`config.mk`:
```
export PLATFORM = sky130hd
export DESIGN_NAME = eldr_regs
export DESIGN_NICKNAME = d
export VERILOG_FILES = /design/src/core/eldr_pkg.sv /design/src/core/eldr_sync.sv /design/src/core/eldr_irq.sv /design/src/core/eldr_regs.sv
export VERILOG_INCLUDE_DIRS = /design/src /design/src/core
export SDC_FILE = /design/constraint.sdc
export NUM_CORES = 1
export LEC_CHECK = 0
export BUFFER_PORTS_ARGS = -buffer_cell sky130_fd_sc_hd__buf_2
export CELL_PAD_IN_SITES_DETAIL_PLACEMENT = 2
export CELL_PAD_IN_SITES_GLOBAL_PLACEMENT = 2
export CORE_MARGIN = 3
export CORE_UTILIZATION = 35
export DETAILED_ROUTE_END_ITERATION = 6
export PLACE_DENSITY = 0.77
export SLEW_MARGIN = 20
export SYNTH_ARGS = -nofsm -noshare
export SYNTH_HDL_FRONTEND = slang
export SYNTH_SLANG_ARGS = --single-unit
```
`constraint.sdc`:
```
create_clock -name sys_clk -period 4.2 [get_ports sys_clk]
set_input_delay 1.26 -clock sys_clk [delete_from_list [all_inputs] [get_ports sys_clk]]
set_output_delay 1.26 -clock sys_clk [all_outputs]
set_load 0.02 [all_outputs]
```
`src/core/eldr_consts.svh`:
```
// Constants of the electrode disconnect register bank
// What this block does
// - One pull reverse bit per channel; bit 7 is channel 8, bit 0 channel 1
// - Pull reverse bits are read/write and reset to zero, meaning unreversed pull
// - Positive disconnect status is read-only at index 12h, resets to 00h
// - Negative disconnect status is read-only at index 13h, resets to 00h
// - A status bit reads 1 while its electrode is off, 0 while on
// - Detect enables live at index 0Fh (positive) and 10h (negative)
`ifndef ELDR_CONSTS_SVH
`define ELDR_CONSTS_SVH

// ==========================================================
// Register indices, byte address is four times the index
`define ELDR_IDX_POS_EN     8'h0f
`define ELDR_IDX_NEG_EN     8'h10
`define ELDR_IDX_POLARITY   8'h11
`define ELDR_IDX_POS_STAT   8'h12
`define ELDR_IDX_NEG_STAT   8'h13
`define ELDR_IDX_IRQ_STAT   8'h18
`define ELDR_IDX_IRQ_MASK   8'h19

// ==========================================================
// Reset values
`define ELDR_RST_POS_EN     8'h00
`define ELDR_RST_NEG_EN     8'h00
`define ELDR_RST_POLARITY   8'h00
`define ELDR_RST_STAT       8'h00
`define ELDR_RST_IRQ        16'h0000

// ==========================================================
// Field positions
`define ELDR_WORD_LSB       2
`define ELDR_IRQ_POS_LSB    0
`define ELDR_IRQ_NEG_LSB    8

`endif

```
`src/core/eldr_pkg.sv`:
```
// Types of the electrode disconnect register bank
package eldr_pkg;

  typedef logic [7:0] eldr_chan_t;

  typedef enum logic [1:0] {
    ELDR_APB_IDLE   = 2'b00,
    ELDR_APB_ACCESS = 2'b01
  } eldr_apb_state_t;

endpackage : eldr_pkg

```
`src/core/eldr_sync.sv`:
```
// Two flip-flop synchroniser, one per bit
`timescale 1ns/1ns
module eldr_sync #(
  parameter int WIDTH = 8
) (
  input  wire logic             sys_clk,
  input  wire logic             rstSync_n,
  input  wire logic [WIDTH-1:0] asyncIn,
  output logic      [WIDTH-1:0] syncOut
);

  // ==========================================================
  // Per-bit stages
  genvar gi;
  generate
    for (gi = 0; gi < WIDTH; gi = gi + 1) begin : gBit
      logic stage1;
      logic next_stage1;
      logic next_stage2;
      always_comb begin
        next_stage1 = asyncIn[gi];
        next_stage2 = stage1;
      end
      always_ff @(posedge sys_clk or negedge rstSync_n) begin
        if (!rstSync_n) begin
          stage1      <= 1'b0;
          syncOut[gi] <= 1'b0;
        end else begin
          stage1      <= next_stage1;
          syncOut[gi] <= next_stage2;
        end
      end
    end
  endgenerate

endmodule : eldr_sync

```
`src/core/eldr_irq.sv`:
```
// Sticky event status, mask and level interrupt
`timescale 1ns/1ns
`include "eldr_consts.svh"
module eldr_irq #(
  parameter int WIDTH = 16
) (
  input  wire logic             sys_clk,
  input  wire logic             rstSync_n,
  input  wire logic [WIDTH-1:0] event_in,
  input  wire logic             statClear,
  input  wire logic             maskWrite,
  input  wire logic [WIDTH-1:0] wdata,
  output logic      [WIDTH-1:0] status,
  output logic      [WIDTH-1:0] mask,
  output logic                  irq
);

  logic [WIDTH-1:0] next_status;
  logic [WIDTH-1:0] next_mask;
  logic             next_irq;

  // ==========================================================
  // Write one to clear, a new event wins over the clear
  always_comb begin
    next_status = status;
    if (statClear) begin
      next_status = next_status & ~wdata;
    end
    next_status = next_status | event_in;
    next_mask   = maskWrite ? wdata : mask;
    next_irq    = |(next_status & next_mask);
  end

  always_ff @(posedge sys_clk or negedge rstSync_n) begin
    if (!rstSync_n) begin
      status <= `ELDR_RST_IRQ;
      mask   <= `ELDR_RST_IRQ;
      irq    <= 1'b0;
    end else begin
      status <= next_status;
      mask   <= next_mask;
      irq    <= next_irq;
    end
  end

endmodule : eldr_irq

```
`src/core/eldr_regs.sv`:
```
// Electrode disconnect register bank with APB slave
//
// Register access over APB was decided locally.
`timescale 1ns/1ns
`include "eldr_consts.svh"
module eldr_regs #(
  parameter int ADDR_W = 12,
  parameter int NCH    = 8
) (
  input  wire logic              sys_clk,
  input  wire logic              rst_n,
  // APB slave
  input  wire logic              psel,
  input  wire logic              penable,
  input  wire logic              pwrite,
  input  wire logic [ADDR_W-1:0] paddr,
  input  wire logic [31:0]       pwdata,
  output logic      [31:0]       prdata,
  output logic                   pready,
  output logic                   pslverr,
  // Detector comparators, asynchronous
  input  wire logic [NCH-1:0]    posElectrodeOffRaw,
  input  wire logic [NCH-1:0]    negElectrodeOffRaw,
  // Analog controls and interrupt
  output logic      [NCH-1:0]    pullReverse,
  output logic      [NCH-1:0]    posDetectEnable,
  output logic      [NCH-1:0]    negDetectEnable,
  output logic                   irq
);

  // ==========================================================
  // Reset release
  logic rstMeta_n;
  logic rstSync_n;

  always_ff @(posedge sys_clk or negedge rst_n) begin
    if (!rst_n) begin
      rstMeta_n <= 1'b0;
      rstSync_n <= 1'b0;
    end else begin
      rstMeta_n <= 1'b1;
      rstSync_n <= rstMeta_n;
    end
  end

  // ==========================================================
  // Detector synchronisers
  logic [NCH-1:0] posOffSync;
  logic [NCH-1:0] negOffSync;

  eldr_sync #(
    .WIDTH (NCH)
  ) uPosSync (
    .sys_clk   (sys_clk),
    .rstSync_n (rstSync_n),
    .asyncIn   (posElectrodeOffRaw),
    .syncOut   (posOffSync)
  );

  eldr_sync #(
    .WIDTH (NCH)
  ) uNegSync (
    .sys_clk   (sys_clk),
    .rstSync_n (rstSync_n),
    .asyncIn   (negElectrodeOffRaw),
    .syncOut   (negOffSync)
  );

  // ==========================================================
  // Register state
  logic [NCH-1:0] positive_detect_enable;
  logic [NCH-1:0] negative_detect_enable;
  logic [NCH-1:0] disconnect_pull_polarity;
  logic [NCH-1:0] positive_electrode_off_status;
  logic [NCH-1:0] negative_electrode_off_status;

  logic [NCH-1:0] next_positive_detect_enable;
  logic [NCH-1:0] next_negative_detect_enable;
  logic [NCH-1:0] next_disconnect_pull_polarity;
  logic [NCH-1:0] next_positive_electrode_off_status;
  logic [NCH-1:0] next_negative_electrode_off_status;

  // ==========================================================
  // APB decode
  eldr_pkg::eldr_apb_state_t apbState;
  eldr_pkg::eldr_apb_state_t next_apbState;
  logic [31:0]               next_prdata;
  logic                      next_pready;
  logic                      next_pslverr;
  logic [7:0]                wordIdx;
  logic                      setupPhase;
  logic                      writeCommit;
  logic                      hitPosEn;
  logic                      hitNegEn;
  logic                      hitPolarity;
  logic                      hitPosStat;
  logic                      hitNegStat;
  logic                      hitIrqStat;
  logic                      hitIrqMask;
  logic                      hitAny;
  logic                      idxInRange;
  logic [31:0]               readWord;

  logic [2*NCH-1:0]          irqStatus;
  logic [2*NCH-1:0]          irqMask;
  logic [2*NCH-1:0]          irqEvent;
  logic                      irqClear;
  logic                      irqMaskWrite;
  logic                      next_irq;
  logic                      irqLevel;

  always_comb begin
    // Indices past eight bits never alias onto a register
    idxInRange  = ((paddr >> `ELDR_WORD_LSB) >> 8) == '0;
    wordIdx     = idxInRange ? 8'(paddr >> `ELDR_WORD_LSB) : 8'hff;
    setupPhase  = psel && !penable;
    writeCommit = psel && penable && pready && pwrite;
    hitPosEn    = (wordIdx == `ELDR_IDX_POS_EN);
    hitNegEn    = (wordIdx == `ELDR_IDX_NEG_EN);
    hitPolarity = (wordIdx == `ELDR_IDX_POLARITY);
    hitPosStat  = (wordIdx == `ELDR_IDX_POS_STAT);
    hitNegStat  = (wordIdx == `ELDR_IDX_NEG_STAT);
    hitIrqStat  = (wordIdx == `ELDR_IDX_IRQ_STAT);
    hitIrqMask  = (wordIdx == `ELDR_IDX_IRQ_MASK);
    hitAny      = hitPosEn || hitNegEn || hitPolarity || hitPosStat ||
                  hitNegStat || hitIrqStat || hitIrqMask;
  end

  // ==========================================================
  // Read data selection, unmapped indices read zero
  always_comb begin
    readWord = 32'h0000_0000;
    case (wordIdx)
      `ELDR_IDX_POS_EN: begin
        readWord = {{(32-NCH){1'b0}}, positive_detect_enable};
      end
      `ELDR_IDX_NEG_EN: begin
        readWord = {{(32-NCH){1'b0}}, negative_detect_enable};
      end
      `ELDR_IDX_POLARITY: begin
        readWord = {{(32-NCH){1'b0}}, disconnect_pull_polarity};
      end
      `ELDR_IDX_POS_STAT: begin
        readWord = {{(32-NCH){1'b0}}, positive_electrode_off_status};
      end
      `ELDR_IDX_NEG_STAT: begin
        readWord = {{(32-NCH){1'b0}}, negative_electrode_off_status};
      end
      `ELDR_IDX_IRQ_STAT: begin
        readWord = {{(32-2*NCH){1'b0}}, irqStatus};
      end
      `ELDR_IDX_IRQ_MASK: begin
        readWord = {{(32-2*NCH){1'b0}}, irqMask};
      end
      default: begin
        readWord = 32'h0000_0000;
      end
    endcase
  end

  // ==========================================================
  // APB handshake, answer in first access cycle
  always_comb begin
    next_apbState = apbState;
    next_pready   = 1'b0;
    next_pslverr  = 1'b0;
    next_prdata   = 32'h0000_0000;
    case (apbState)
      eldr_pkg::ELDR_APB_IDLE: begin
        if (setupPhase) begin
          next_apbState = eldr_pkg::ELDR_APB_ACCESS;
          next_pready   = 1'b1;
          next_pslverr  = !hitAny;
          if (!pwrite) begin
            next_prdata = readWord;
          end
        end
      end
      eldr_pkg::ELDR_APB_ACCESS: begin
        next_apbState = eldr_pkg::ELDR_APB_IDLE;
      end
      default: begin
        next_apbState = eldr_pkg::ELDR_APB_IDLE;
      end
    endcase
  end

  always_ff @(posedge sys_clk or negedge rstSync_n) begin
    if (!rstSync_n) begin
      apbState <= eldr_pkg::ELDR_APB_IDLE;
      pready   <= 1'b0;
      pslverr  <= 1'b0;
      prdata   <= 32'h0000_0000;
    end else begin
      apbState <= next_apbState;
      pready   <= next_pready;
      pslverr  <= next_pslverr;
      prdata   <= next_prdata;
    end
  end

  // ==========================================================
  // Control and status registers
  always_comb begin
    next_positive_detect_enable   = positive_detect_enable;
    next_negative_detect_enable   = negative_detect_enable;
    next_disconnect_pull_polarity = disconnect_pull_polarity;
    if (writeCommit && hitPosEn) begin
      next_positive_detect_enable = pwdata[NCH-1:0];
    end
    if (writeCommit && hitNegEn) begin
      next_negative_detect_enable = pwdata[NCH-1:0];
    end
    if (writeCommit && hitPolarity) begin
      next_disconnect_pull_polarity = pwdata[NCH-1:0];
    end
    next_positive_electrode_off_status = posOffSync;
    next_negative_electrode_off_status = negOffSync;
  end

  always_ff @(posedge sys_clk or negedge rstSync_n) begin
    if (!rstSync_n) begin
      positive_detect_enable        <= `ELDR_RST_POS_EN;
      negative_detect_enable        <= `ELDR_RST_NEG_EN;
      disconnect_pull_polarity      <= `ELDR_RST_POLARITY;
      positive_electrode_off_status <= `ELDR_RST_STAT;
      negative_electrode_off_status <= `ELDR_RST_STAT;
    end else begin
      positive_detect_enable        <= next_positive_detect_enable;
      negative_detect_enable        <= next_negative_detect_enable;
      disconnect_pull_polarity      <= next_disconnect_pull_polarity;
      positive_electrode_off_status <= next_positive_electrode_off_status;
      negative_electrode_off_status <= next_negative_electrode_off_status;
    end
  end

  // ==========================================================
  // Analog control outputs
  always_ff @(posedge sys_clk or negedge rstSync_n) begin
    if (!rstSync_n) begin
      pullReverse     <= `ELDR_RST_POLARITY;
      posDetectEnable <= `ELDR_RST_POS_EN;
      negDetectEnable <= `ELDR_RST_NEG_EN;
    end else begin
      pullReverse     <= next_disconnect_pull_polarity;
      posDetectEnable <= next_positive_detect_enable;
      negDetectEnable <= next_negative_detect_enable;
    end
  end

  // ==========================================================
  // Per-channel rising edge of each disconnect status bit
  logic [NCH-1:0] posOffRise;
  logic [NCH-1:0] negOffRise;

  genvar ch;
  generate
    for (ch = 0; ch < NCH; ch = ch + 1) begin : gChan
      assign posOffRise[ch] = next_positive_electrode_off_status[ch] &&
                              !positive_electrode_off_status[ch];
      assign negOffRise[ch] = next_negative_electrode_off_status[ch] &&
                              !negative_electrode_off_status[ch];
    end
  endgenerate

  // ==========================================================
  // Disconnect events, only on enabled inputs
  always_comb begin
    irqEvent = '0;
    irqEvent[`ELDR_IRQ_POS_LSB +: NCH] = posOffRise & positive_detect_enable;
    irqEvent[`ELDR_IRQ_NEG_LSB +: NCH] = negOffRise & negative_detect_enable;
    irqClear     = writeCommit && hitIrqStat;
    irqMaskWrite = writeCommit && hitIrqMask;
    next_irq     = irqLevel;
  end

  // ==========================================================
  // Sticky interrupt status and mask
  eldr_irq #(
    .WIDTH (2*NCH)
  ) uIrq (
    .sys_clk   (sys_clk),
    .rstSync_n (rstSync_n),
    .event_in  (irqEvent),
    .statClear (irqClear),
    .maskWrite (irqMaskWrite),
    .wdata     (pwdata[2*NCH-1:0]),
    .status    (irqStatus),
    .mask      (irqMask),
    .irq       (irqLevel)
  );

  // ==========================================================
  // Interrupt output flop
  always_ff @(posedge sys_clk or negedge rstSync_n) begin
    if (!rstSync_n) begin
      irq <= 1'b0;
    end else begin
      irq <= next_irq;
    end
  end

endmodule : eldr_regs

```
==> metrics.cfg <==
[run_status]
status = completed

[critical_path]
reg2reg_slack_ns = 1.74
path_class = in -> reg
critPathMaxFanout = 10
critical_path.cell_chain = buf_2 > nor4b_4 > nand4_2 > o21ai_0 > o21ai_1 > a2111oi_0 > nand3_1
slowest_stage = a2111oi_0
rr_endpoint = uIrq.irq$_DFF_PN0_
r2r_cells = 6
critPathLaunch = paddr[4]
cp-endpoint = uIrq.irq$_DFF_PN0_
r2r_start = pready$_DFF_PN0_
worstPathArrival_ns = 3.59
cpPeakStageDelay_ns = 0.55
cp-end-kind = flop
required_ns = 4.48
cp-start-kind = input pin

[global_route]
gr-total-overflow = 0
antenna_found_initial = 1
grt_pass1_wl_um = 22900
first_global_vias = 4031
grt_usage_pct = 19.2
grt_start_max_net_pins = 55

[layout]
area.sequential_mm2 = 0.00318
nFillCells = 1377
drive_gt1_share_pct = 36.9
final_core_util_pct = 45.8
nets = 541
n_antenna_cell = 0
synthToLayoutAreaGrowth_pct = 25.1
multi_input_area_mm2 = 0.00160

[routing]
first_pass_iters = 5
drc = 0
num_vias = 3397
first_iter_violations = 162
ant_nets = 0
drt-wirelength-per-cell_um = 21.4
avgViaCountPerCell = 5.12
finalWirelength_um = 14200

[sta]
timing.final.crit_share_pct = 78.9
fin_worst_skew_ns = 0.00648
max_freq_mhz = 302
rsz0062_at_grt = no
drv_slew = 0
tns_ns = 0
min_period_ns = 3.31
hold_viol_final = 0
setup_viol_count_final = 0
tightest_slew_ns = 0.722
relSlewSlack_pct = 51.9

[clock_network]
ctsHoldBuffers = 0
clock-sinks = 127
cts_buffers = 17
cts-root-buf = clkbuf_16
path_clk_slew_ns = 0.06
cts_setup_buffers = 0
cts_resized = 0
cts_tree = built
clockBufferDepth = 2
clk_latency_ns = 0.41
htree_levels = 4

[synth]
avgSynthCellArea_um2 = 13.4
synthCells = 370
post-synth-top-count-cell = dfrtp_1
synth_top_area_share_pct = 63.9
synth_edf_count = 0
synth_warnings = 0
netlist-cell-type-count = 43
synth_seq_cells = 127
yosysTopAreaCell = dfrtp_1
netlist_area_mm2 = 0.00497
ys.flop_type = dfrtp_1
netlist_top_cells_area = dfrtp_1 (64%), mux2_2 (9.1%), buf_4 (2.4%), a22oi_1 (2.1%), mux2i_1 (1.6%)
async_flop_share_pct = 100
ys_seq_area_share_pct = 63.9
synthTopCellsByCount = dfrtp_1 (127), mux2_2 (40), nand2_1 (20), nor2_1 (20)

[pwr]
cellPowerDensity_mw_per_mm2 = 468
switchingPower_w = 0.000586
power.leakage_nw = 3.03
power.share.clock_pct = 53.0
seq_power_share_pct = 43.8
ir_worst_vdd_mv = 0.308
p_int_w = 0.00232
netSwitchingFraction_pct = 20.1
p_comb_share_pct = 3.2

[place]
gp_congestion = 0.776
io_buffer_count = 89
post-dp-hpwl_um = 9380

[job]
max_cap_viol_count = 0

[die]
die-width_um = 125
dieArea_mm2 = 0.0157
die_y_um = 125
start_util_pct = 36.7
pin_count = 124
rows = 42
coreArea_mm2 = 0.0136

[min_path]
hold_path.class = reg -> reg

-- registers in the layout, summed over array words and instances (netlist names), 8 cells and up --
register,flops
pullReverse,8
prdata,16
uIrq.mask,16
uIrq.status,16
uPosSync.syncOut,8
uNegSync.syncOut,8
negDetectEnable,8
posDetectEnable,8
uPosSync.gBit.next_stage2,8
uNegSync.gBit.next_stage2,8
negative_electrode_off_status,8
positive_electrode_off_status,8
-- routing by layer --
layer  wire length [µm]  track usage, %  vias to the layer above
met5                  9               0                        -
met3                692            5.93                       17
met2               7240            31.7                      101
li1                   -               -                     1496
met1               6130            24.4                     1781
met4                171            5.87                        2
-- worst min path at each step --
stage / startpoint / end / slack [ns] / cells past startpoint
after floorplan: uIrq.irq$_DFF_PN0_ / irq$_DFF_PN0_ / 0.33 / 0
after global placement: uPosSync.gBit[4].next_stage2$_DFF_PN0_ / uPosSync.syncOut[4]$_DFF_PN0_ / 0.33 / 0
after detailed placement: uIrq.irq$_DFF_PN0_ / irq$_DFF_PN0_ / 0.34 / 0
after CTS: uNegSync.gBit[3].next_stage2$_DFF_PN0_ / uNegSync.syncOut[3]$_DFF_PN0_ / 0.35 / 0
after global routing: uNegSync.gBit[7].next_stage2$_DFF_PN0_ / uNegSync.syncOut[7]$_DFF_PN0_ / 0.35 / 0
final: uNegSync.gBit[7].next_stage2$_DFF_PN0_ / uNegSync.syncOut[7]$_DFF_PN0_ / 0.35 / 0
-- cells by family after synthesis --
family                 synth area share (%)
flip-flops                             63.9
AND/OR/NAND/NOR                        8.86
AO/OA/AOI/OAI                          9.54
multiplexers                           12.4
buffers and inverters                  5.09
other                                 0.151
-- critical path, delay by kind of cell --
family	cells	cell delay (ns)
buffers and inverters	1	0.13
AO/OA/AOI/OAI	3	1.14
AND/OR/NAND/NOR	3	1.07
-- cells in the final DEF (no fill, tap or decap), drive strengths merged --
cell type | netlist | layout
dfrtp | 127 | 127
buf | 25 | 100
mux2 | 47 | 47
clkbuf | 3 | 26
nand2 | 20 | 20
nor2 | 20 | 20
conb | 2 | 17
inv | 16 | 16
a22oi | 14 | 14
a21oi | 14 | 14
o21ai | 10 | 10
o22ai | 8 | 8
a21o | 8 | 8
mux2i | 8 | 8
nand3b | 7 | 7
a21boi | 7 | 7
a222oi | 6 | 6
and3 | 3 | 3
bufinv | 0 | 3
nor3 | 3 | 3
nor4 | 3 | 3
nand3 | 3 | 3
nand4 | 3 | 3
and4 | 2 | 2
nor3b | 2 | 2
and2 | 2 | 2
a221oi | 2 | 2
clkinv | 0 | 2
nor4b | 2 | 2
and4bb | 1 | 1
or3b | 1 | 1
a2111oi | 1 | 1
-- through the flow --
stage | power, W | worst slack, ns | hold slack [ns] | area (µm²) | cells
finish | 0.00291 | 0.886 | 0.348 | 6210 | 664
global route | 0.00302 | 0.776 | 0.355 | 6210 | 664
CTS | 0.00294 | 0.895 | 0.349 | 6210 | 664
detailed placement | 0.00139 | 0.520 | 0.338 | 5590 | 633
global placement | 0.00138 | 0.540 | 0.332 | 5590 | 633
floorplan | 0.00135 | 0.400 | 0.331 | 5030 | 385
-- final cells by class --
cell class              instances  share of cell area (%)
clock inverters                 5                    1.61
repair buffers                100                    8.50
inverters                      16                   0.966
clock buffers                  26                    8.52
flip-flops and latches        127                    51.2
multi-input cells             214                    25.7
well taps                     176                    3.54
-- power groups by stage --
| stage | combinational, W | sequential, W | clock (W) |
|---|---|---|---|
| 3_3_place_gp | 0.0000889 | 0.00129 | 0 |
| 3_5_place_dp | 0.0000927 | 0.00130 | 0 |
| 4_1_cts | 0.0000942 | 0.00127 | 0.00157 |
| 6_report | 0.0000924 | 0.00127 | 0.00154 |
| 5_1_grt | 0.000103 | 0.00128 | 0.00164 |
| 2_1_floorplan | 0.0000479 | 0.00130 | 0 |
Note: power is estimated with default switching activity, not from simulation.
